--- config.mk ---
export PLATFORM = sky130hd
export DESIGN_NAME = ccms_top
export DESIGN_NICKNAME = d
export VERILOG_FILES = /design/src/ccms_sync.v /design/src/ccms_top.v
export VERILOG_INCLUDE_DIRS = /design/src
export SDC_FILE = /design/constraint.sdc
export NUM_CORES = 1
export LEC_CHECK = 0
export ABC_AREA = 1
export BUFFER_PORTS_ARGS = -buffer_cell sky130_fd_sc_hd__clkbuf_2
export CAP_MARGIN = 5
export CORE_AREA = 4 4 85 103
export CTS_BUF_LIST = sky130_fd_sc_hd__clkbuf_4
export CTS_CLUSTER_DIAMETER = 150
export DETAILED_ROUTE_END_ITERATION = 8
export DIE_AREA = 0 0 89 107
export PLACE_DENSITY = 0.94
export SLEW_MARGIN = 15
export SYNTH_ARGS = -nofsm -noshare
export SYNTH_HDL_FRONTEND = slang
export SYNTH_HIERARCHICAL = 1
export SYNTH_SLANG_ARGS = --single-unit
--- constraint.sdc ---
create_clock -name I_CLK -period 2.42 [get_ports I_CLK]
set_input_delay 0.242 -clock I_CLK [delete_from_list [all_inputs] [get_ports I_CLK]]
set_output_delay 0.242 -clock I_CLK [all_outputs]
set_load 0.05 [all_outputs]
--- src/ccms_map.vh ---
`ifndef CCMS_MAP_VH
`define CCMS_MAP_VH

// Register byte offsets on the APB bus
`define CCMS_OFS_RCFG 12'h000
`define CCMS_OFS_CTRL 12'h004
`define CCMS_OFS_STAT 12'h008
`define CCMS_OFS_PHASE 12'h00c

// Reset values
`define CCMS_RCFG_RST 8'h00
`define CCMS_CTRL_RST 2'h1

// Clock source select field inside the reset configuration latch
`define CCMS_CSEL_MSB 7
`define CCMS_CSEL_LSB 5
`define CCMS_CSEL_MODE 7

// Control register fields
`define CCMS_CTRL_RUN 0
`define CCMS_CTRL_CLR 1

// Status register fields
`define CCMS_STAT_CPU 0
`define CCMS_STAT_PRESC 1
`define CCMS_STAT_PLL 2
`define CCMS_STAT_LRST 3
`define CCMS_STAT_RUN 4
`define CCMS_STAT_CSEL_LSB 8

// Phase measurement register fields
`define CCMS_PH_HI_LSB 0
`define CCMS_PH_LO_LSB 8
`define CCMS_PH_MIN_LSB 16

// Width of the phase length counters, in bits
`define CCMS_PH_W 8

// Pin synchroniser depth is fixed at three stages
`define CCMS_SYNC_STAGES 3

`endif

--- src/ccms_sync.v ---
`timescale 1ns/1ps
`default_nettype none

module ccms_sync #(
  parameter WIDTH = 10,
  parameter [WIDTH-1:0] RST_VAL = {WIDTH{1'b0}}
) (
  // Clock and reset
  input wire i_clk,
  input wire i_rst_n,
  // Asynchronous pin levels
  input wire [WIDTH-1:0] i_async,
  // Filtered levels
  output reg [WIDTH-1:0] o_level
);

  reg [WIDTH-1:0] stage1;
  reg [WIDTH-1:0] stage2;
  reg [WIDTH-1:0] stage3;
  integer i;

  // A bit moves only once the second and third stages agree
  always @(posedge i_clk or negedge i_rst_n) begin
    if (!i_rst_n) begin
      stage1 <= RST_VAL;
      stage2 <= RST_VAL;
      stage3 <= RST_VAL;
      o_level <= RST_VAL;
    end else begin
      stage1 <= i_async;
      stage2 <= stage1;
      stage3 <= stage2;
      for (i = 0; i < WIDTH; i = i + 1) begin
        if (stage2[i] == stage3[i]) begin
          o_level[i] <= stage3[i];
        end
      end
    end
  end

endmodule // ccms_sync

`default_nettype wire

--- src/ccms_top.v ---
// Contract
// - Both CPU clock edges launch actions; rise and fall pulses are given.
// - Long hardware reset copies port0 upper byte into the latch bit for bit.
// - Latch bits seven to five hold the clock source select field.
// - Select top bit zero: PLL off, CPU clock follows oscillator 1:1.
// - Select top bit one: CPU clock is oscillator divided by two.
// - Divided mode: each CPU clock phase lasts one oscillator period.
// - Direct mode: CPU phases follow oscillator high and low times.
// - Direct mode: two consecutive phases together span one oscillator period.
`timescale 1ns/1ps
`default_nettype none
`include "ccms_map.vh"

module ccms_top #(
  parameter PH_W = `CCMS_PH_W
) (
  // Clock and reset
  input wire I_CLK,
  input wire I_RST_N,
  // Oscillator and reset configuration pins
  input wire I_OSC_INPUT_PIN,
  input wire [7:0] I_PORT0_UPPER_BYTE,
  input wire I_LONG_HW_RESET,
  // APB slave
  input wire I_PSEL,
  input wire I_PENABLE,
  input wire I_PWRITE,
  input wire [11:0] I_PADDR,
  input wire [31:0] I_PWDATA,
  output reg [31:0] O_PRDATA,
  output reg O_PREADY,
  output reg O_PSLVERR,
  // Generated CPU clock and its edge strobes
  output reg O_CPU_CLOCK,
  output reg O_CPU_RISE,
  output reg O_CPU_FALL,
  // Mode indication
  output reg O_PLL_ENABLE,
  output reg O_PRESCALE_MODE
);

  // Saturating increment of a phase length counter
  function [PH_W-1:0] sat_inc;
    input [PH_W-1:0] v;
    begin
      if (&v) begin
        sat_inc = v;
      end else begin
        sat_inc = v + {{(PH_W-1){1'b0}}, 1'b1};
      end
    end
  endfunction

  // True when an APB address names a mapped register
  function is_mapped;
    input [11:0] a;
    begin
      is_mapped = (a == `CCMS_OFS_RCFG) || (a == `CCMS_OFS_CTRL) ||
        (a == `CCMS_OFS_STAT) || (a == `CCMS_OFS_PHASE);
    end
  endfunction

  // True when an APB address names the control register
  function is_ctrl;
    input [11:0] a;
    begin
      is_ctrl = (a == `CCMS_OFS_CTRL);
    end
  endfunction

  wire [9:0] pin_level;
  wire osc_level;
  wire [7:0] port_level;
  wire long_reset;

  reg [7:0] reset_config_latch_high;
  reg [1:0] ctrl;
  reg osc_prev;
  reg cpu_prev;
  reg [PH_W-1:0] phase_cnt;
  reg [PH_W-1:0] hi_len;
  reg [PH_W-1:0] lo_len;
  reg [PH_W-1:0] min_len;
  reg next_cpu;
  reg [31:0] next_rdata;

  wire [2:0] clock_source_select;
  wire prescale;
  wire osc_rise;
  wire apb_access;
  wire apb_done;
  wire apb_write;
  wire clr_meas;
  wire apb_take;
  wire ctrl_write;
  wire cpu_edge;
  reg [1:0] apb_state;
  reg [1:0] next_apb_state;

  // APB answer sequencing states
  localparam [1:0] APB_IDLE = 2'b01;
  localparam [1:0] APB_ANSWER = 2'b10;

  ccms_sync #(
    .WIDTH(10),
    .RST_VAL(10'h000)
  ) u_sync (
    .i_clk(I_CLK),
    .i_rst_n(I_RST_N),
    .i_async({I_LONG_HW_RESET, I_PORT0_UPPER_BYTE, I_OSC_INPUT_PIN}),
    .o_level(pin_level)
  );

  assign osc_level = pin_level[0];
  assign port_level = pin_level[8:1];
  assign long_reset = pin_level[9];

  assign clock_source_select =
    reset_config_latch_high[`CCMS_CSEL_MSB:`CCMS_CSEL_LSB];
  // top bit alone picks the divider
  assign prescale = reset_config_latch_high[`CCMS_CSEL_MODE];
  assign osc_rise = osc_level & ~osc_prev;

  // capture port levels during long reset
  // hold selection until next long reset or system reset
  always @(posedge I_CLK or negedge I_RST_N) begin
    if (!I_RST_N) begin
      reset_config_latch_high <= `CCMS_RCFG_RST;
    end else if (long_reset) begin
      reset_config_latch_high <= port_level;
    end
  end

  // CPU clock next value
  always @* begin
    next_cpu = O_CPU_CLOCK;
    if (prescale) begin
      if (osc_rise) begin
        next_cpu = ~O_CPU_CLOCK;
      end
    end else begin
      // phases follow oscillator high and low
      // a high plus low pair is one oscillator period
      next_cpu = osc_level;
    end
    // Stopping lets the clock fall but never rise, so no runt phase
    if (!ctrl[`CCMS_CTRL_RUN]) begin
      next_cpu = O_CPU_CLOCK & next_cpu;
    end
  end

  always @(posedge I_CLK or negedge I_RST_N) begin
    if (!I_RST_N) begin
      osc_prev <= 1'b0;
      O_CPU_CLOCK <= 1'b0;
      O_CPU_RISE <= 1'b0;
      O_CPU_FALL <= 1'b0;
      O_PLL_ENABLE <= 1'b0;
      O_PRESCALE_MODE <= 1'b0;
    end else begin
      osc_prev <= osc_level;
      O_CPU_CLOCK <= next_cpu;
      // strobes for both CPU clock edges
      O_CPU_RISE <= next_cpu & ~O_CPU_CLOCK;
      O_CPU_FALL <= ~next_cpu & O_CPU_CLOCK;
      O_PLL_ENABLE <= 1'b0;
      O_PRESCALE_MODE <= prescale;
    end
  end

  // Phase length measurement in system clock cycles
  assign ctrl_write = apb_write && is_ctrl(I_PADDR);
  assign clr_meas = ctrl_write && I_PWDATA[`CCMS_CTRL_CLR];
  // Generated clock edge, seen one cycle after it is driven
  assign cpu_edge = (O_CPU_CLOCK != cpu_prev);

  always @(posedge I_CLK or negedge I_RST_N) begin
    if (!I_RST_N) begin
      cpu_prev <= 1'b0;
      phase_cnt <= {PH_W{1'b0}};
      hi_len <= {PH_W{1'b0}};
      lo_len <= {PH_W{1'b0}};
      min_len <= {PH_W{1'b1}};
    end else begin
      cpu_prev <= O_CPU_CLOCK;
      if (cpu_edge) begin
        phase_cnt <= {{(PH_W-1){1'b0}}, 1'b1};
        if (cpu_prev) begin
          hi_len <= phase_cnt;
        end else begin
          lo_len <= phase_cnt;
        end
      end else begin
        phase_cnt <= sat_inc(phase_cnt);
      end
      // Clear wins for the shortest phase; a new edge restarts it
      if (ctrl[`CCMS_CTRL_CLR]) begin
        min_len <= {PH_W{1'b1}};
      end else if (cpu_edge && (phase_cnt != {PH_W{1'b0}}) &&
          (phase_cnt < min_len)) begin
        min_len <= phase_cnt;
      end
    end
  end

  // APB slave: one wait state, answer in the second access cycle
  assign apb_access = I_PSEL & I_PENABLE;
  assign apb_done = apb_access & O_PREADY;
  assign apb_write = apb_done & I_PWRITE;
  assign apb_take = apb_access && (apb_state == APB_IDLE);

  always @* begin
    next_apb_state = APB_IDLE;
    case (apb_state)
      APB_IDLE: begin
        if (apb_access) begin
          next_apb_state = APB_ANSWER;
        end
      end
      APB_ANSWER: begin
        next_apb_state = APB_IDLE;
      end
      default: begin
        next_apb_state = APB_IDLE;
      end
    endcase
  end

  always @(posedge I_CLK or negedge I_RST_N) begin
    if (!I_RST_N) begin
      apb_state <= APB_IDLE;
    end else begin
      apb_state <= next_apb_state;
    end
  end

  always @(posedge I_CLK or negedge I_RST_N) begin
    if (!I_RST_N) begin
      ctrl <= `CCMS_CTRL_RST;
    end else begin
      // Clear bit lives one cycle only; the run bit is stored
      ctrl[`CCMS_CTRL_CLR] <= clr_meas;
      if (ctrl_write) begin
        ctrl[`CCMS_CTRL_RUN] <= I_PWDATA[`CCMS_CTRL_RUN];
      end
    end
  end

  always @* begin
    next_rdata = 32'h00000000;
    case (I_PADDR)
      `CCMS_OFS_RCFG: begin
        next_rdata[7:0] = reset_config_latch_high;
      end
      `CCMS_OFS_CTRL: begin
        next_rdata[`CCMS_CTRL_RUN] = ctrl[`CCMS_CTRL_RUN];
      end
      `CCMS_OFS_STAT: begin
        next_rdata[`CCMS_STAT_CPU] = O_CPU_CLOCK;
        next_rdata[`CCMS_STAT_PRESC] = prescale;
        next_rdata[`CCMS_STAT_PLL] = O_PLL_ENABLE;
        next_rdata[`CCMS_STAT_LRST] = long_reset;
        next_rdata[`CCMS_STAT_RUN] = ctrl[`CCMS_CTRL_RUN];
        next_rdata[`CCMS_STAT_CSEL_LSB +: 3] = clock_source_select;
      end
      `CCMS_OFS_PHASE: begin
        next_rdata[`CCMS_PH_HI_LSB +: PH_W] = hi_len;
        next_rdata[`CCMS_PH_LO_LSB +: PH_W] = lo_len;
        next_rdata[`CCMS_PH_MIN_LSB +: PH_W] = min_len;
      end
      default: begin
        next_rdata = 32'h00000000;
      end
    endcase
  end

  always @(posedge I_CLK or negedge I_RST_N) begin
    if (!I_RST_N) begin
      O_PREADY <= 1'b0;
      O_PRDATA <= 32'h00000000;
      O_PSLVERR <= 1'b0;
    end else begin
      O_PREADY <= (next_apb_state == APB_ANSWER);
      if (apb_take) begin
        O_PRDATA <= I_PWRITE ? 32'h00000000 : next_rdata;
        O_PSLVERR <= ~is_mapped(I_PADDR) |
          (I_PWRITE & ~is_ctrl(I_PADDR));
      end else begin
        O_PRDATA <= 32'h00000000;
        O_PSLVERR <= 1'b0;
      end
    end
  end

endmodule // ccms_top

`default_nettype wire

== Yosys cells after proc, flatten, opt, wreduce, memory -nomap -nowiden ==
Cells that the tools add are included.

* Bitwise gates (word level): 15
* Mux-type cells: 17
* Eq/ne operators: 17
* Add/sub/neg operators: 1
* Magnitude comparators: 1
* Reduce and logical (&&, ||, !) cells: 14

{| class="wikitable"
|+ Operators by type and width
! cell !! count
|-
| 2-to-1 mux 24 bit || 2
|-
| 2-to-1 mux 8 bit || 4
|-
| == test 12 x 4 -> 1 bit (second input constant) || 2
|-
| 2-to-1 mux 13 bit || 1
|-
| == test 12 x 3 -> 1 bit (second input constant) || 1
|-
| zero test 12 bit || 1
|-
| one-hot mux 3 bit (2 select lines) || 2
|-
| one-hot mux 4 bit (3 select lines) || 1
|-
| == test 1 bit || 10
|-
| adder 8 x 1 -> 8 bit (second input constant) || 1
|-
| AND 1 bit || 8
|-
| < comparator 8 bit || 1
|-
| AND reduction 8 bit || 1
|-
| nonzero test 8 bit || 1
|-
| inverter 1 bit || 6
|-
| logical AND 1 bit || 5
|-
| 2-to-1 mux 1 bit || 4
|-
| 2-to-1 mux 2 bit || 2
|-
| one-hot mux 1 bit (4 select lines) || 1
|-
| AND reduction 2 bit || 2
|-
| logical OR 1 bit || 3
|-
| == test 2 x 1 -> 1 bit (second input constant) || 1
|-
| == test 2 bit (second input constant) || 1
|-
| != test 2 bit (second input constant) || 1
|-
| other kinds (3) || 3
|}

* Bits in registers: 124
* Output and inout bits: 39

== Logic depth before layout (Yosys ltp) ==
* Depth in word-level cells: 8
* Gate-level depth with buffers: 11
* Depth with buffers taken out: 11

== Modules after synthesis ==
The synthesis kept the hierarchy.

{| class="wikitable"
|+ By module, submodules not included
! module !! area an instance (um^2) !! cells an instance !! instances
|-
| ccms_top || 3499.6 || 377 || 1
|-
| ccms_sync || 1163.6 || 80 || 1
|}

== Worst setup path before layout ==
OpenSTA, ideal clock, no wires.

* Path type: reg-to-reg
* Start: reg O_CPU_CLOCK
* End: reg min_len[0]
* Period minus slack after synthesis: 1.889 ns
* Cell stages (with the launch flop): 10
* Arrival time: 1.827 ns
* Path slack: 0.531 ns
* Cells stage by stage: dfrtp_1 -> inv_1 -> ha_1 -> nor2_1 -> nand2_2 -> nor2_4 -> nand2_4 -> nand2_4 -> nand2_1 -> nand2_1

* Cells in the longest elaborated chain, start to end: 4

{| class="wikitable"
|+ Ends and longest elaborated chain
! what !! RTL line !! text
|-
| start, declared || ccms_top.v:34 || <nowiki>output reg O_CPU_CLOCK,</nowiki>
|-
| start signal, assigned || ccms_top.v:162 || <nowiki>O_CPU_CLOCK <= next_cpu;</nowiki>
|-
| != test 1 bit || ccms_top.v:175 || <nowiki>assign cpu_edge = (O_CPU_CLOCK != cpu_prev);</nowiki>
|-
| logical AND 1 bit (2 in a row) || ccms_top.v:199 || <nowiki>end else if (cpu_edge && (phase_cnt != {PH_W{1'b0}}) &&</nowiki>
|-
| nonzero test 2 bit (no line) || - ||
|-
| end signal, assigned || ccms_top.v:183 || <nowiki>min_len <= {PH_W{1'b1}};</nowiki>
|-
| end signal, assigned || ccms_top.v:198 || <nowiki>min_len <= {PH_W{1'b1}};</nowiki>
|-
| end signal, assigned || ccms_top.v:201 || <nowiki>min_len <= phase_cnt;</nowiki>
|-
| end, declared || ccms_top.v:83 || <nowiki>reg [PH_W-1:0] min_len;</nowiki>
|}

No other way between the ends.
A chain may end at the register's enable or synchronous reset.

== Final worst setup path ==
Ends and elaborated chain as after synthesis.

==> flow_summary.ini <==
[detailed_routing]
dr.pass1.iters = 7
route.detailed.drc = 0
drt-initial-drc-count = 272
routedWlPerCell_um = 14.6
drtAntennaViolNets = 0
routed_wl_um = 9420
vias = 3439
viasPerCell = 5.32

[clock_network]
cts_max_level = 4
cts_tree = yes
clockBufferDepth = 2
cts-root-buf = clkbuf_4
path_clk_slew_ns = 0.12
numCtsBuffers = 17
clock_latency_ns = 0.50
clock_sinks = 115

[floorplan]
initial_core_util = 0.608
num_rows = 35
ioPinCount = 98
core_um2 = 7660
die-area_um2 = 9520
die_x_um = 89
die_h_um = 107

[synthesis]
synth.top_cell.area_share = 0.563
synthesis.area_um2 = 4660
synth-edff-count = 0
synth_cell_types = 37
synthTopCellsByCount = 105 x dfrtp_1, 75 x nand2_1, 59 x inv_1, 42 x nor2_1, 25 x nand3_1
yosys_register_bits = 115
synthFlopType = dfrtp_1
synth_top_cell_by_area = dfrtp_1
yosysMostFrequentCell = dfrtp_1
synth_cells = 457
ys_warn_count = 6
syn_area_per_cell_um2 = 10.2
async_flop_share = 1.00
ys_top_cells_by_area = dfrtp_1 56%, nand2_1 6.0%, dfstp_2 5.6%
ys_seq_area_frac = 0.620

[placement]
place_congestion = 0.884
dpl.hpwl_um = 6490
placed_area_um2 = 5010
port_buffers = 58
dpl_worst_slack_ns = 0.570

[timing]
clock_skew_ns = 0.0156
min_period_ns = 1.89
timing.fmax_mhz = 528
worst_pin_slew_ns = 0.563
slew_violations = 0
max_slew_margin = 0.624
rsz0062_at_grt = false
fin_crit_sh = 0.782
setup_viol = 0
fin_ws_ns = 0.527
fin_setup_tns_ns = 0
hold_viol = 0

[finish]
fill_cells = 507
postLayoutCellArea_um2 = 5440
n_antenna_cell = 0
nets = 611
syn_to_final_growth_pct = 16.6
drive_gt1_frac = 0.244
finalCoreUtilization = 0.710

[setup_path]
critical_path.startpoint_type = flip-flop
worst_setup_path_end_kind = flip-flop
cp.arrival_ns = 2.32
critical_path_class = reg -> reg
cp.required_ns = 2.85
worstPathMaxFanout = 9

[global_routing]
grt_pass1_wl_um = 15800
grtUsageTotal = 0.218
grt_max_degree = 77
antenna_found_initial = 0
grt_pass1_vias = 3497
overflow = 0

[outcome]
status = complete, no violations

[power]
p_per_area_nw_per_um2 = 732
power_w = 0.00398
cellLeakagePower_nw = 2.74
peakVddDrop_v = 0.000562

[run]
cap_violations = 0

[min_path]
hold_path.class = in -> reg
[worst max-delay path, stage by stage (launching register included)]
cell     delay, ns
dfrtp_1       0.49
inv_1         0.12
ha_1          0.45
nor2_1        0.18
nand2_2       0.08
nor2_4        0.17
nand2_4       0.13
nand2_4       0.09
nand2_1       0.07
nand2_1       0.06
[worst paths after layout]
| check | to | startpoint | cells after the start | slack (ns) |
|---|---|---|---|---|
| max in group asynchronous | min_len[5] | I_RST_N | 3 | 1.37 |
| setup reg to reg | min_len[0] | O_CPU_CLOCK | 9 | 0.53 |
| hold reg to reg | u_sync/stage2[8] | u_sync/stage1[8] | 0 | 0.36 |
| setup / recovery | min_len[0] | O_CPU_CLOCK | 9 | 0.53 |
| hold / removal | O_PSLVERR | I_PWRITE | 3 | 0.04 |
| min in group asynchronous | reset_config_latch_high[1] | I_RST_N | 2 | 0.24 |
[per-stage QoR]
stage | instances | hold slack (ns)
after CTS | 646 | 0.0175
after global placement | 599 | 0.230
final | 646 | 0.0428
after global routing | 646 | 0.00503
after detailed placement | 599 | 0.235
after floorplan | 465 | -0.0536
[placed cells by master, fill, tap and decap left out, types with 4 or more instances in the layout]
cell,instances
a21oi_1,23
clkbuf_2,57
clkbuf_4,18
conb_1,9
dfrtp_1,105
dfstp_2,10
dlygate4sd3_1,15
ha_1,11
inv_1,59
inv_2,7
inv_6,5
nand2_1,75
nand2_2,6
nand3_1,25
nand4_1,7
nor2_1,42
nor3_2,11
o21ai_0,22
o21ai_1,6
o22ai_1,4
[power breakdown]
group	leakage (nW)	internal (W)	switching, W
sequential	1.45	0.00203	0.000139
combinational	1.14	0.000151	0.000292
clock	0.152	0.000559	0.000807
[per-layer routing]
| layer | up-vias | track usage | share of wire |
|---|---|---|---|
| met5 | - | 0 | 0 |
| met1 | 1670 | 0.246 | 0.38 |
| met4 | 0 | 0.0745 | 0.023 |
| met3 | 30 | 0.0699 | 0.056 |
| met2 | 124 | 0.382 | 0.54 |
| li1 | 1615 | - | - |
[registers in the layout, indices dropped and copies added (netlist names), 8 cells and up]
register,cells
O_PRDATA,24
hi_len,8
lo_len,8
min_len,8
phase_cnt,8
reset_config_latch_high,8
u_sync/o_level,10
u_sync/stage1,10
u_sync/stage2,10
u_sync/stage3,10
[layout make-up]
| cell class | count | area (um^2) | share of cell area |
|---|---|---|---|
| inverters | 66 | 248 | 0.0456 |
| flip-flops and latches | 115 | 2890 | 0.532 |
| clock buffers | 18 | 135 | 0.0249 |
| repair buffers | 74 | 463 | 0.0851 |
| well taps | 92 | 115 | 0.0212 |
| multi-input cells | 267 | 1440 | 0.265 |
| clock inverters | 14 | 145 | 0.0267 |
[cells by family (layout without fill, tap and decap cells)]
kind of cell               after synthesis  after routing  synth area share
AOI/OAI and AO/OA                       59             59            0.0682
xor gates and xnor gates                 3              3           0.00564
adders and majority gates               11             11            0.0295
buffers and inverters                   83            172            0.0775
DFF                                    115            115             0.620
muxes                                    1              1           0.00241
other                                    1              9          0.000804
and+or+nand+nor                        184            184             0.196
[what timing repair did]
action / CTS / global route
endpoints found under the hold margin: 52 / 0
resized for setup: 0 / 0
setup buffers: 0 / 0
hold buffers: 15 / 0
Note: power is estimated with default switching activity, not from simulation.
